`src/shared/gpc_pkg.sv`:
```
// Shared constants and types for the configurable port pin control block
package gpc_pkg;
    // Port geometry: three 8-bit ports and one 2-bit port
    localparam int NUM_PORTS = 4;
    localparam int PORT_W    = 8;
    localparam int NUM_PINS  = 26;
    localparam int ADDR_W    = 8;

    // Register map: each port owns a 16-byte slot at port * 16
    localparam logic [3:0] OFS_PIN_LEVEL = 4'h0;
    localparam logic [3:0] OFS_LATCH     = 4'h4;
    localparam logic [3:0] OFS_MODE_LOW  = 4'h8;
    localparam logic [3:0] OFS_MODE_HIGH = 4'hc;
    localparam logic [7:0] ADDR_ANALOG   = 8'h40;

    // Reset values: mode bits 10 put every pin in input-only
    localparam logic [7:0] LATCH_RST     = 8'hff;
    localparam logic [7:0] MODE_LOW_RST  = 8'hff;
    localparam logic [7:0] MODE_HIGH_RST = 8'h00;
    localparam logic [7:0] ANALOG_RST    = 8'h00;
    localparam logic [7:0] ANALOG_MASK   = 8'h3e;
    localparam logic [7:0] PORT3_MASK    = 8'h03;

    // Restricted pins, as flat pin index port * 8 + bit
    localparam int PIN_RESET_INPUT = 13;
    localparam int PIN_CLOCK_LINE  = 10;
    localparam int PIN_DATA_LINE   = 11;

    // Strong pull-up pulse length in CPU clocks
    localparam logic [1:0] STRONG_CYCLES = 2'h2;

    // AXI responses
    localparam logic [1:0] RESP_OKAY   = 2'h0;
    localparam logic [1:0] RESP_SLVERR = 2'h2;

    // Pin output mode, {mode_low bit, mode_high bit}
    typedef enum logic [1:0] {
        GPC_QUASI      = 2'h0,
        GPC_PUSH_PULL  = 2'h1,
        GPC_INPUT_ONLY = 2'h2,
        GPC_OPEN_DRAIN = 2'h3
    } gpc_mode_e;
endpackage

```
`src/hdl/gpc_pin_cell.sv`:
```
// Driver control for a single port pin
`timescale 1ns/1ps
`default_nettype none
module gpc_pin_cell #(
    parameter bit FORCE_INPUT = 1'b0,
    parameter bit NO_PULLUP   = 1'b0
) (
    input  wire logic       clk_in,
    input  wire logic       rst_b_in,
    input  wire logic       latch_in,
    input  wire logic [1:0] mode_in,
    input  wire logic       pin_sync_in,
    output logic            very_weak_pu_out,
    output logic            weak_pu_out,
    output logic            strong_pu_out,
    output logic            pull_down_out
);
    gpc_pkg::gpc_mode_e eff_mode;
    logic               latch_prev;
    logic               latch_rise;
    logic [1:0]         pulse_cnt;
    logic [1:0]         next_pulse_cnt;

    // Restricted pins fall back to a mode without pull-ups
    always_comb begin
        if (FORCE_INPUT) begin
            eff_mode = gpc_pkg::GPC_INPUT_ONLY;
        end else if (NO_PULLUP && !mode_in[1]) begin
            eff_mode = gpc_pkg::GPC_OPEN_DRAIN;
        end else begin
            eff_mode = gpc_pkg::gpc_mode_e'(mode_in);
        end
    end

    // Previous latch value for rising edge detection
    always_ff @(posedge clk_in or negedge rst_b_in) begin
        if (!rst_b_in) begin
            latch_prev <= 1'b1;
        end else begin
            latch_prev <= latch_in;
        end
    end

    assign latch_rise = latch_in & ~latch_prev;

    // Strong pull-up countdown; dropping quasi mode or the latch ends it early
    always_comb begin
        if (eff_mode != gpc_pkg::GPC_QUASI || !latch_in) begin
            next_pulse_cnt = 2'h0;
        end else if (latch_rise) begin
            next_pulse_cnt = gpc_pkg::STRONG_CYCLES;
        end else if (pulse_cnt != 2'h0) begin
            next_pulse_cnt = pulse_cnt - 2'h1;
        end else begin
            next_pulse_cnt = 2'h0;
        end
    end

    always_ff @(posedge clk_in or negedge rst_b_in) begin
        if (!rst_b_in) begin
            pulse_cnt <= 2'h0;
        end else begin
            pulse_cnt <= next_pulse_cnt;
        end
    end

    // Registered drivers; reset leaves the pin floating
    always_ff @(posedge clk_in or negedge rst_b_in) begin
        if (!rst_b_in) begin
            very_weak_pu_out <= 1'b0;
            weak_pu_out      <= 1'b0;
            strong_pu_out    <= 1'b0;
            pull_down_out    <= 1'b0;
        end else begin
            case (eff_mode)
                gpc_pkg::GPC_QUASI: begin
                    very_weak_pu_out <= latch_in;
                    weak_pu_out      <= latch_in & pin_sync_in;
                    strong_pu_out    <= (next_pulse_cnt != 2'h0);
                    pull_down_out    <= ~latch_in;
                end
                gpc_pkg::GPC_PUSH_PULL: begin
                    very_weak_pu_out <= 1'b0;
                    weak_pu_out      <= 1'b0;
                    strong_pu_out    <= latch_in;
                    pull_down_out    <= ~latch_in;
                end
                gpc_pkg::GPC_OPEN_DRAIN: begin
                    very_weak_pu_out <= 1'b0;
                    weak_pu_out      <= 1'b0;
                    strong_pu_out    <= 1'b0;
                    pull_down_out    <= ~latch_in;
                end
                default: begin
                    very_weak_pu_out <= 1'b0;
                    weak_pu_out      <= 1'b0;
                    strong_pu_out    <= 1'b0;
                    pull_down_out    <= 1'b0;
                end
            endcase
        end
    end

    a_strong_pulse_two: assert property (
        @(posedge clk_in) disable iff (!rst_b_in)
        (eff_mode == gpc_pkg::GPC_QUASI && latch_rise)
            ##1 (eff_mode == gpc_pkg::GPC_QUASI && latch_in)[*2]
        |-> $past(strong_pu_out, 1) && strong_pu_out && !$past(strong_pu_out, 2) ##1 !strong_pu_out
    ) else $error("strong pull-up pulse is not two cycles");

    a_weak_needs_pin: assert property (
        @(posedge clk_in) disable iff (!rst_b_in)
        (eff_mode == gpc_pkg::GPC_QUASI && latch_in && !pin_sync_in)
        |=> !weak_pu_out && very_weak_pu_out
    ) else $error("weak pull-up on while pin is pulled low");

    a_open_drain_pull: assert property (
        @(posedge clk_in) disable iff (!rst_b_in)
        (eff_mode == gpc_pkg::GPC_OPEN_DRAIN)
        |=> !very_weak_pu_out && !weak_pu_out && !strong_pu_out
            && (pull_down_out == !$past(latch_in))
    ) else $error("open-drain pin drives a pull-up or wrong pull-down");

    a_input_floats: assert property (
        @(posedge clk_in) disable iff (!rst_b_in)
        (eff_mode == gpc_pkg::GPC_INPUT_ONLY)[*2]
        |-> !very_weak_pu_out && !weak_pu_out && !strong_pu_out && !pull_down_out
    ) else $error("input-only pin has a driver enabled");

    a_push_pull_drive: assert property (
        @(posedge clk_in) disable iff (!rst_b_in)
        (eff_mode == gpc_pkg::GPC_PUSH_PULL && latch_in)
        |=> strong_pu_out && !pull_down_out
    ) else $error("push-pull pin not driven high");

    a_quasi_low: assert property (
        @(posedge clk_in) disable iff (!rst_b_in)
        (eff_mode == gpc_pkg::GPC_QUASI && !latch_in)
        |=> pull_down_out && !very_weak_pu_out && !strong_pu_out
    ) else $error("quasi pin with latch 0 not pulled down");
endmodule
`default_nettype wire

```
`src/hdl/gpc_port_ctrl.sv`:
```
// Top of the port pin control block: AXI4-Lite registers, pin synchronisers, pin cells
//
// Register access over AXI4-Lite and the register addresses were decided locally.
`timescale 1ns/1ps
`default_nettype none
// Summary of operation
// - Quasi mode turns on the very weak pull-up whenever the latch is 1.
// - Quasi mode turns on the weak pull-up when latch and pin are 1.
// - A quasi pin pulled low externally keeps only the very weak pull-up.
// - A quasi latch rising 0 to 1 gives a two-clock strong pull-up.
// - Quasi mode pulls the pin down whenever the latch is 0.
// - Open-drain has no pull-ups and pulls down only while latch is 0.
// - Push-pull drives strong high for latch 1 and pulls down for 0.
// - Input-only disables every driver of the pin.
// - Quasi pins act as input and output; port reads return pin level.
// - Analog disable register bits 1 to 5 cut Port 0 digital inputs from the pin-level read only, not from the weak pull-up.
// - Disabled Port 0 inputs read as 0 whatever the pin level.
// - Any reset clears analog disable bits 1 to 5.
// - After power-up every pin is input-only until software changes it.
// - Port 1 pin 5 is always an input whatever its mode bits.
// - Port 1 pins 2 and 3 never enable a pull-up.
// - Mode bits low/high per pin: 00 quasi, 01 push-pull, 10 input, 11 open-drain.
module gpc_port_ctrl (
    input  wire logic                  clk_in,
    input  wire logic                  rst_b_in,
    // AXI4-Lite write address
    input  wire logic                  s_axi_awvalid_in,
    output logic                       s_axi_awready_out,
    input  wire logic [7:0]            s_axi_awaddr_in,
    // AXI4-Lite write data
    input  wire logic                  s_axi_wvalid_in,
    output logic                       s_axi_wready_out,
    input  wire logic [31:0]           s_axi_wdata_in,
    input  wire logic [3:0]            s_axi_wstrb_in,
    // AXI4-Lite write response
    output logic                       s_axi_bvalid_out,
    input  wire logic                  s_axi_bready_in,
    output logic [1:0]                 s_axi_bresp_out,
    // AXI4-Lite read address
    input  wire logic                  s_axi_arvalid_in,
    output logic                       s_axi_arready_out,
    input  wire logic [7:0]            s_axi_araddr_in,
    // AXI4-Lite read data
    output logic                       s_axi_rvalid_out,
    input  wire logic                  s_axi_rready_in,
    output logic [31:0]                s_axi_rdata_out,
    output logic [1:0]                 s_axi_rresp_out,
    // Pins
    input  wire logic [25:0]           pin_level_in,
    output logic [25:0]                very_weak_pu_out,
    output logic [25:0]                weak_pu_out,
    output logic [25:0]                strong_pu_out,
    output logic [25:0]                pull_down_out
);
    logic [7:0]  port_latch     [gpc_pkg::NUM_PORTS];
    logic [7:0]  port_mode_select_low  [gpc_pkg::NUM_PORTS];
    logic [7:0]  port_mode_select_high [gpc_pkg::NUM_PORTS];
    logic [7:0]  port0_analog_input_disable;
    logic [25:0] pin_meta;
    logic [25:0] pin_sync;
    logic        aw_held;
    logic        w_held;
    logic [7:0]  aw_addr;
    logic [31:0] w_data;
    logic [3:0]  w_strb;
    logic        do_write;
    logic        wr_ok;
    logic        rd_ok;
    logic [7:0]  rd_value;
    logic [31:0] pin_word;

    // Bits that physically exist in a port; port 3 has only two pins
    function automatic logic [7:0] port_mask(input logic [1:0] port);
        return (port == 2'h3) ? gpc_pkg::PORT3_MASK : 8'hff;
    endfunction

    // Register decode, shared by the write and read paths
    function automatic logic addr_valid(input logic [7:0] addr);
        logic ok;
        ok = 1'b0;
        if (addr == gpc_pkg::ADDR_ANALOG) begin
            ok = 1'b1;
        end else if (addr[7:6] == 2'h0 && addr[1:0] == 2'h0) begin
            ok = 1'b1;
        end
        return ok;
    endfunction

    // Two-flop synchronisers; only the second stage feeds logic
    always_ff @(posedge clk_in or negedge rst_b_in) begin
        if (!rst_b_in) begin
            pin_meta <= 26'h0;
            pin_sync <= 26'h0;
        end else begin
            pin_meta <= pin_level_in;
            pin_sync <= pin_meta;
        end
    end

    // Pin level as seen by software, with analog-disabled Port 0 bits forced low
    always_comb begin
        pin_word        = {6'h0, pin_sync};
        pin_word[7:0]   = pin_sync[7:0] & ~(port0_analog_input_disable & gpc_pkg::ANALOG_MASK);
    end

    // Write address channel: hold one address until the write completes
    always_ff @(posedge clk_in or negedge rst_b_in) begin
        if (!rst_b_in) begin
            aw_held <= 1'b0;
            aw_addr <= 8'h0;
        end else if (s_axi_awvalid_in && s_axi_awready_out) begin
            aw_held <= 1'b1;
            aw_addr <= s_axi_awaddr_in;
        end else if (do_write) begin
            aw_held <= 1'b0;
        end
    end

    // Write data channel, independent of the address order
    always_ff @(posedge clk_in or negedge rst_b_in) begin
        if (!rst_b_in) begin
            w_held <= 1'b0;
            w_data <= 32'h0;
            w_strb <= 4'h0;
        end else if (s_axi_wvalid_in && s_axi_wready_out) begin
            w_held <= 1'b1;
            w_data <= s_axi_wdata_in;
            w_strb <= s_axi_wstrb_in;
        end else if (do_write) begin
            w_held <= 1'b0;
        end
    end

    // Ready is registered; it drops from the handshake until the held beat is written
    always_ff @(posedge clk_in or negedge rst_b_in) begin
        if (!rst_b_in) begin
            s_axi_awready_out <= 1'b0;
            s_axi_wready_out  <= 1'b0;
        end else begin
            s_axi_awready_out <= !(aw_held || (s_axi_awvalid_in && s_axi_awready_out))
                                 || do_write;
            s_axi_wready_out  <= !(w_held || (s_axi_wvalid_in && s_axi_wready_out))
                                 || do_write;
        end
    end

    assign do_write = aw_held && w_held && !s_axi_bvalid_out;
    assign wr_ok    = addr_valid(aw_addr);

    // Write response is raised on the same edge as the register update
    always_ff @(posedge clk_in or negedge rst_b_in) begin
        if (!rst_b_in) begin
            s_axi_bvalid_out <= 1'b0;
            s_axi_bresp_out  <= gpc_pkg::RESP_OKAY;
        end else if (do_write) begin
            s_axi_bvalid_out <= 1'b1;
            s_axi_bresp_out  <= wr_ok ? gpc_pkg::RESP_OKAY : gpc_pkg::RESP_SLVERR;
        end else if (s_axi_bready_in) begin
            s_axi_bvalid_out <= 1'b0;
        end
    end

    // Port registers; reset leaves every pin input-only
    always_ff @(posedge clk_in or negedge rst_b_in) begin
        if (!rst_b_in) begin
            for (int p = 0; p < gpc_pkg::NUM_PORTS; p++) begin
                port_latch[p]            <= gpc_pkg::LATCH_RST;
                port_mode_select_low[p]  <= gpc_pkg::MODE_LOW_RST;
                port_mode_select_high[p] <= gpc_pkg::MODE_HIGH_RST;
            end
        end else if (do_write && w_strb[0] && aw_addr[7:6] == 2'h0) begin
            case (aw_addr[3:0])
                gpc_pkg::OFS_PIN_LEVEL,
                gpc_pkg::OFS_LATCH: begin
                    port_latch[aw_addr[5:4]] <= w_data[7:0] & port_mask(aw_addr[5:4]);
                end
                gpc_pkg::OFS_MODE_LOW: begin
                    port_mode_select_low[aw_addr[5:4]] <= w_data[7:0] & port_mask(aw_addr[5:4]);
                end
                gpc_pkg::OFS_MODE_HIGH: begin
                    port_mode_select_high[aw_addr[5:4]] <= w_data[7:0] & port_mask(aw_addr[5:4]);
                end
                default: begin
                end
            endcase
        end
    end

    // Analog input disable; only bits 1 to 5 are implemented
    always_ff @(posedge clk_in or negedge rst_b_in) begin
        if (!rst_b_in) begin
            port0_analog_input_disable <= gpc_pkg::ANALOG_RST;
        end else if (do_write && w_strb[0] && aw_addr == gpc_pkg::ADDR_ANALOG) begin
            port0_analog_input_disable <= w_data[7:0] & gpc_pkg::ANALOG_MASK;
        end
    end

    // Read value decode
    always_comb begin
        rd_value = 8'h0;
        if (s_axi_araddr_in == gpc_pkg::ADDR_ANALOG) begin
            rd_value = port0_analog_input_disable;
        end else begin
            case (s_axi_araddr_in[3:0])
                gpc_pkg::OFS_PIN_LEVEL: begin
                    rd_value = pin_word[{s_axi_araddr_in[5:4], 3'h0} +: 8];
                end
                gpc_pkg::OFS_LATCH: begin
                    rd_value = port_latch[s_axi_araddr_in[5:4]];
                end
                gpc_pkg::OFS_MODE_LOW: begin
                    rd_value = port_mode_select_low[s_axi_araddr_in[5:4]];
                end
                gpc_pkg::OFS_MODE_HIGH: begin
                    rd_value = port_mode_select_high[s_axi_araddr_in[5:4]];
                end
                default: begin
                    rd_value = 8'h0;
                end
            endcase
        end
    end

    assign rd_ok = addr_valid(s_axi_araddr_in);

    // Read channel: one read at a time, data one cycle after the address
    always_ff @(posedge clk_in or negedge rst_b_in) begin
        if (!rst_b_in) begin
            s_axi_arready_out <= 1'b0;
            s_axi_rvalid_out  <= 1'b0;
            s_axi_rdata_out   <= 32'h0;
            s_axi_rresp_out   <= gpc_pkg::RESP_OKAY;
        end else if (s_axi_arvalid_in && s_axi_arready_out) begin
            s_axi_arready_out <= 1'b0;
            s_axi_rvalid_out  <= 1'b1;
            s_axi_rdata_out   <= rd_ok ? {24'h0, rd_value} : 32'h0;
            s_axi_rresp_out   <= rd_ok ? gpc_pkg::RESP_OKAY : gpc_pkg::RESP_SLVERR;
        end else if (s_axi_rvalid_out && s_axi_rready_in) begin
            s_axi_rvalid_out  <= 1'b0;
            s_axi_arready_out <= 1'b1;
        end else if (!s_axi_rvalid_out) begin
            s_axi_arready_out <= 1'b1;
        end
    end

    // One control cell per pin; restricted pins are fixed by parameter
    for (genvar i = 0; i < gpc_pkg::NUM_PINS; i++) begin : g_pin
        gpc_pin_cell #(
            .FORCE_INPUT (i == gpc_pkg::PIN_RESET_INPUT),
            .NO_PULLUP   (i == gpc_pkg::PIN_CLOCK_LINE || i == gpc_pkg::PIN_DATA_LINE)
        ) u_cell (
            .clk_in           (clk_in),
            .rst_b_in         (rst_b_in),
            .latch_in         (port_latch[i / 8][i % 8]),
            .mode_in          ({port_mode_select_low[i / 8][i % 8],
                                port_mode_select_high[i / 8][i % 8]}),
            .pin_sync_in      (pin_sync[i]),
            .very_weak_pu_out (very_weak_pu_out[i]),
            .weak_pu_out      (weak_pu_out[i]),
            .strong_pu_out    (strong_pu_out[i]),
            .pull_down_out    (pull_down_out[i])
        );
    end

    a_reset_pin_input: assert property (
        @(posedge clk_in) disable iff (!rst_b_in)
        1'b1 |-> !strong_pu_out[13] && !weak_pu_out[13] && !very_weak_pu_out[13]
                 && !pull_down_out[13]
    ) else $error("port 1 pin 5 is driven");

    a_bus_pins_no_pu: assert property (
        @(posedge clk_in) disable iff (!rst_b_in)
        1'b1 |-> (strong_pu_out[11:10] | weak_pu_out[11:10] | very_weak_pu_out[11:10]) == 2'h0
    ) else $error("pull-up enabled on port 1 pin 2 or 3");

    a_analog_read_zero: assert property (
        @(posedge clk_in) disable iff (!rst_b_in)
        (s_axi_arvalid_in && s_axi_arready_out && s_axi_araddr_in == 8'h00
         && port0_analog_input_disable[3])
        |=> s_axi_rvalid_out && !s_axi_rdata_out[3]
    ) else $error("analog-disabled pin read as nonzero");

    a_powerup_input: assert property (
        @(posedge clk_in)
        $rose(rst_b_in) |-> port_mode_select_low[0] == 8'hff
                            && port_mode_select_high[0] == 8'h00
                            && port0_analog_input_disable == 8'h00
    ) else $error("registers not at reset value after reset");

    // Bus answers: the code follows the decode of the address that was taken
    a_write_response: assert property (
        @(posedge clk_in) disable iff (!rst_b_in)
        do_write
        |=> s_axi_bvalid_out
            && s_axi_bresp_out == ($past(wr_ok) ? gpc_pkg::RESP_OKAY : gpc_pkg::RESP_SLVERR)
    ) else $error("write response missing or wrong");

    a_read_answer: assert property (
        @(posedge clk_in) disable iff (!rst_b_in)
        (s_axi_arvalid_in && s_axi_arready_out)
        |=> s_axi_rvalid_out && !s_axi_arready_out
            && s_axi_rresp_out == ($past(rd_ok) ? gpc_pkg::RESP_OKAY : gpc_pkg::RESP_SLVERR)
    ) else $error("read answer missing or wrong");
endmodule
`default_nettype wire

```
`config.mk`:
```
export PLATFORM = sky130hd
export DESIGN_NAME = gpc_port_ctrl
export DESIGN_NICKNAME = d
export VERILOG_FILES = /design/src/shared/gpc_pkg.sv /design/src/hdl/gpc_pin_cell.sv /design/src/hdl/gpc_port_ctrl.sv
export SDC_FILE = /design/constraint.sdc
export NUM_CORES = 1
export LEC_CHECK = 0
export BUFFER_PORTS_ARGS = -buffer_cell sky130_fd_sc_hd__buf_2
export CAP_MARGIN = 20
export CORE_MARGIN = 4
export CORE_UTILIZATION = 34
export CTS_CLUSTER_DIAMETER = 150
export DETAILED_ROUTE_END_ITERATION = 7
export GPL_TIMING_DRIVEN = 0
export SYNTH_ARGS = -nofsm -noshare
export SYNTH_HDL_FRONTEND = slang
export SYNTH_SLANG_ARGS = --single-unit
```
`constraint.sdc`:
```
create_clock -name clk_in -period 4.56 [get_ports clk_in]
set_clock_uncertainty 0.1 [all_clocks]
set_input_delay 0.684 -clock clk_in [delete_from_list [all_inputs] [get_ports clk_in]]
set_output_delay 0.684 -clock clk_in [all_outputs]
set_load 0.01 [all_outputs]
```
### After elaboration in Yosys (flattened, before gate mapping)

Index checks and enable logic that the tools add are counted.

| word-level totals | value |
|---|---|
| bits in registers | 388 |
| latch bits | 0 |
| bits in writable memories | 0 |
| memory bits (read-only) | 0 |
| input bits | 85 |
| output and inout bits | 145 |
| memories | 0 |

| cells by class | value |
|---|---|
| add/subtract/negate cells | 25 |
| $mul | 0 |
| div/mod/pow operators | 0 |
| $lt $le $gt $ge | 3 |
| eq/ne operators | 60 |
| shift-type cells | 1 |
| mux-type cells | 211 |
| bitwise gates (word level) | 105 |
| reduce and logical (&&, ||, !) cells | 208 |

Operator list:

| cell | number |
|---|---|
| 2-bit nonzero test | 79 |
| 2-bit 2-to-1 mux | 77 |
| 32-bit bitwise mux | 3 |
| 1-bit 2-to-1 mux | 91 |
| 8-bit 2-to-1 mux | 10 |
| 3-bit OR reduction | 25 |
| 2-bit logical NOT | 29 |
| 2-bit equality test, second input constant | 26 |
| 1-bit AND | 50 |
| 2-bit by 1-bit equality test with 1-bit output, second input constant | 25 |
| 1-bit inverter | 50 |
| 1-bit case mux with 2 select lines | 25 |
| 2-bit by 1-bit subtractor with 2-bit output, second input constant | 25 |
| 8-bit binary-select mux with 2-bit select | 3 |
| 8-bit case mux with 4 select lines | 1 |
| 32-bit by 6-bit variable part select with 8-bit output | 1 |
| 1-bit logical OR | 29 |
| 1-bit logical NOT | 28 |
| 8-bit AND | 2 |
| 8-bit demux with 2-bit select | 1 |
| 4-bit equality test, second input constant | 4 |
| 8-bit by 7-bit equality test with 1-bit output, second input constant | 2 |
| 1-bit logical AND | 12 |
| 4-bit by 3-bit equality test with 1-bit output, second input constant | 2 |
| 8 further kinds | 13 |

### Logic depth before layout (Yosys ltp)

| logic depth | value |
|---|---|
| depth after elaboration | 7 |
| gate-level depth with buffers | 7 |

### Hierarchy

From an unflattened synthesis, not the netlist that was laid out.

| unflattened totals | value |
|---|---|
| cells, all modules | 972 |
| area total of the unflattened synthesis | 13357.8 um^2 |

By module, submodules not included:

| module | times used | cells an instance | area an instance (um^2) | sequential area each (um^2) |
|---|---|---|---|---|
| gpc_port_ctrl | 1 | 516 | 7728.7 | 4759.6 |
| gpc_pin_cell (g_pin[0].u_cell ...) | 23 | 19 | 237.7 | 176.4 |
| gpc_pin_cell (g_pin[10].u_cell ...) | 2 | 7 | 63.8 | 25.0 |
| gpc_pin_cell (g_pin[13].u_cell) | 1 | 5 | 33.8 | 0.0 |

### Least setup slack after synthesis

No wires, ideal clock.

| path | value |
|---|---|
| kind | input to register |
| start point | in s_axi_araddr_in[5] |
| end point | reg s_axi_rdata_out[6] |
| library setup time | 0.131 ns |
| arrival | 1.895 ns |
| required time | 4.329 ns |
| path slack | 2.434 ns |
| cell stages on the path | 6 |
| path buffers | 2 |
| cells stage by stage | buf_2 -> buf_2 -> mux2_2 -> a221oi_1 -> nand3b_1 -> o211ai_1 |

| on the way | value |
|---|---|
| longest elaborated chain between the ends | 7 |
| elaborated cells between the ends (all ways) | 16 |

Ends and longest elaborated chain:

| item | line | source |
|---|---|---|
| start, declared | gpc_port_ctrl.sv:42 | `input wire logic [7:0] s_axi_araddr_in,` |
| parallel branches: the longest is 6 deep, another holds 32-bit by 6-bit variable part select with 8-bit output | -- |  |
| 8-bit 2-to-1 mux * | gpc_port_ctrl.sv:236 | `s_axi_rdata_out <= rd_ok ? {24'h0, rd_value} : 32'h0;` |
| end signal, assigned | gpc_port_ctrl.sv:236 |  |
| end, declared | gpc_port_ctrl.sv:46 | `output logic [31:0] s_axi_rdata_out,` |

Mark *: on every way between the ends. The select of a mux whose other input is x is not followed.
A chain may end at the register's enable or synchronous reset.

### Final worst setup path

| path | value |
|---|---|
| start point | in s_axi_araddr_in[1] |
| end point | reg s_axi_rdata_out[2] |

| on the way | value |
|---|---|
| longest elaborated chain between the ends | 5 |
| elaborated cells between the ends (all ways) | 12 |

Ends and longest elaborated chain:

| item | line |
|---|---|
| parallel branches: the longest is 4 deep, another holds 8-bit case mux with 4 select lines | -- |
| 8-bit 2-to-1 mux * | gpc_port_ctrl.sv:236 |

Mark *: on every way between the ends.

==> key figures <==
Outcome
  – Status: finished, final reports clean

Critical path
  – Worst path slowest cell: nor4b_1
  – Kind of critical path: input pin to flip-flop
  – Required time of the critical path: 4.94 ns
  – Worst-path cell chain: buf_2 > or3_1 > buf_2 > nor4b_1 > nand3_1 > nand3_1
  – Critical path fanouts, max: 6
  – Data arrival, critical path: 2.71 ns
  – CP Capture Type: flip-flop
  – Critical Path Start Type: input pin
  – Crit path largest cell delay: 0.90 ns

Timing
  – Max-slew violations: 0
  – Final hold violation count: 0
  – Setup violations, final: 0
  – Slew @ Worst Pin: 1.10 ns
  – Fmax: 0.429 GHz
  – Worst slew margin: 25.7%
  – Setup TNS Final: 0 ns
  – Final min period: 2.33 ns
  – Unrepaired setup endpoints after global routing: no
  – Final period util: 51.1%

Die
  – Core ar.: 0.0411 mm^2
  – Starting density of the core: 34.7%
  – Die X: 213 um
  – Die footprint: 0.0453 mm^2
  – Die Ht: 213 um
  – # rows: 74
  – Number of I/O pins: 230

Routing
  – Vias: 8615
  – Avg WL per Cell: 17.9 um
  – Pre-antenna DRT Iters: 5
  – Initial DRC count: 493
  – Drt drc: 0
  – Total wire length: 33.9 mm
  – Post-route ant nets: 0
  – Vias per cell: 4.54

Final layout
  – Storage cell area: 0.00887 mm^2
  – Post-route design area: 0.0173 mm^2
  – Fillers: 3872
  – Share of cells above drive strength 1: 43.8%
  – Area of the multi-input gates: 0.00420 mm^2
  – Layout overhead on the synthesized area: 21.5%
  – Net count, final: 1416

Global routing
  – Antenna violations before repair: 0
  – GR Util All Layers: 15.0%
  – Overflow after GRT: 0
  – Largest net degree at the start of global routing: 123
  – Vias in the first global route: 8842
  – First-pass GRT wire length: 51.9 mm

Placed design
  – Hpwl dp: 23.3 mm
  – Gp weighted congestion: 0.807
  – I/O Buffers: 165
  – DP Area: 0.0159 mm^2

Logic synthesis
  – Predominant post-synthesis flop cell: dfrtp_1
  – Synthesized instance count: 1085
  – Area contributors post-synth: dfrtp_1 (46%), dfstp_2 (16%), mux2_2 (8.0%)
  – Syn Std Cell Area: 0.0143 mm^2
  – Top post-synthesis cells by count: dfrtp_1 (263), buf_4 (133), mux2_2 (101)
  – Distinct cells, synth: 44
  – Seq/Total Area, Yosys: 62.2%
  – Syn Area/Cell: 13.1 um^2
  – Share of the synthesized area in the top cell type: 46.2%
  – Seq cells post-synth: 350
  – Yosys top cell by area: dfrtp_1
  – Top-count cell post-synth: dfrtp_1
  – Post-synth EDFFs: 0
  – YS warnings: 0
  – Post-synth ARST share: 100%

CTS
  – Worst skew pair latency: 0.55 ns
  – CTS H-tree depth: 2
  – Post-CTS Setup Bufs: 0
  – CTS Hold Buffers Added: 0
  – CTS Buffer Depth: 3
  – Root Driver: clkbuf_16
  – CTS sink cnt: 350
  – Post-CTS Resized: 0
  – CTS tree: yes
  – Clk slew on worst S/H paths: 0.06 ns
  – Total CTS buffers: 40

Pwr
  – P per Cell Area: 512 mW/mm^2
  – Leakage: 8.36 nW
  – Max VDD drop: 0.262 mV

Run
  – Max-cap violations: 0

Worst hold path
  – Hold WC Path Type: input pin to async pin
## per-layer routing
metal	share of wire, %	global-route usage (%)	up-vias
met5	0	0	-
met4	2.0	4.26	0
met3	5.0	2.64	53
met2	48	24.6	224
met1	45	20.8	4319
li1	-	-	4019
## final cells by class
type                            instances  share of cell area [%]
Multi-Input combinational cell        559                    24.3
Buffer                                155                    6.36
Sequential cell                       350                    51.2
Clock buffer                           57                    6.73
Clock inverter                         17                    1.18
Tap cell                              532                    3.84
Timing Repair Buffer                  169                    5.20
Antenna cell                            1                  0.0144
Inverter                               56                    1.21
## report_power, final
| group | switching (W) | internal (W) | leakage (nW) |
|---|---|---|---|
| Clock | 0.00129 | 0.00202 | 0.670 |
| Sequential | 0.000296 | 0.00364 | 4.26 |
| Combinational | 0.000862 | 0.000764 | 3.43 |
| Total | 0.00245 | 0.00642 | 8.36 |
## layout by cell type (no fill, tap or decap), types with 3 or more instances in the layout
master,instances
nor2b_1,29
clkbuf_1,19
buf_4,133
nand2b_1,49
dfstp_2,87
clkinv_2,7
bufinv_16,4
nand3_1,8
o211ai_1,7
buf_2,173
a21oi_1,77
clkbuf_16,41
mux4_2,11
nand4_4,5
nor4_1,3
clkbuf_8,8
conb_1,36
mux2i_1,30
a22oi_1,18
and2_1,45
inv_1,55
or3b_2,5
o21ai_0,10
a21o_1,4
nand2_1,20
nor2_1,52
clkinvlp_4,3
nand3_4,3
dfrtp_1,263
nor4b_1,24
mux2_2,101
## critical path: cells and delay by family
| kind | cells | cell delay (ns) |
|---|---|---|
| simple gates | 4 | 1.73 |
| buf+inv | 2 | 0.30 |
## flip-flops by register name (all words and copies together) (netlist names), 5 cells and up
| register | cells |
|---|---|
| s_axi_rdata_out | 8 |
| port_latch | 32 |
| g_pin.u_cell.latch_prev | 23 |
| port0_analog_input_disable | 5 |
| pin_sync | 26 |
| port_mode_select_low | 32 |
| pin_meta | 26 |
| port_mode_select_high | 32 |
| g_pin.u_cell.strong_pu_out | 23 |
| g_pin.u_cell.very_weak_pu_out | 23 |
| g_pin.u_cell.weak_pu_out | 23 |
| g_pin.u_cell.pulse_cnt | 46 |
| w_data | 8 |
| aw_addr | 8 |
| g_pin.u_cell.pull_down_out | 25 |
## metrics by stage
| step | cells | worst slack (ns) | utilization [%] | hold WS (ns) | power (W) |
|---|---|---|---|---|---|
| finish | 1896 | 2.23 | 42.1 | 0.118 | 0.00887 |
| global route | 1895 | 2.10 | 42.1 | 0.101 | 0.00934 |
| CTS | 1894 | 2.15 | 42.1 | 0.0923 | 0.00902 |
| detailed placement | 1820 | 1.57 | 38.8 | 0.235 | 0.00564 |
| global placement | 1817 | -3.97 | 38.6 | 0.232 | 0.00560 |
| floorplan | 1120 | 2.43 | - | 0.231 | 0.00503 |
## path summary, 6_finish.rpt
kind                                                       to               start  slack [ns]  cells after the start
max in group asynchronous       g_pin[16].u_cell.pulse_cnt[1]            rst_b_in        3.11                      2
worst min-delay path                               aw_addr[1]            rst_b_in        0.12                      1
worst max-delay path                       s_axi_rdata_out[2]  s_axi_araddr_in[1]        2.23                      6
min in group clk_in                               pin_meta[3]     pin_level_in[3]        0.13                      1
worst max register to register       port_mode_select_low[24]          aw_addr[6]        2.30                      3
worst min register to register                   pin_sync[25]        pin_meta[25]        0.24                      0
## logic make-up (layout without fill, tap and decap cells)
kind of cell | count (synthesis) | after routing | share of synthesized area [%]
flops | 350 | 350 | 62.2
simple gates | 258 | 258 | 11.7
buf+inv | 211 | 454 | 9.21
mux | 142 | 142 | 11.8
compound gates | 123 | 123 | 5.00
other cells | 1 | 37 | 0.0263
(Power assumes the default switching activity.)
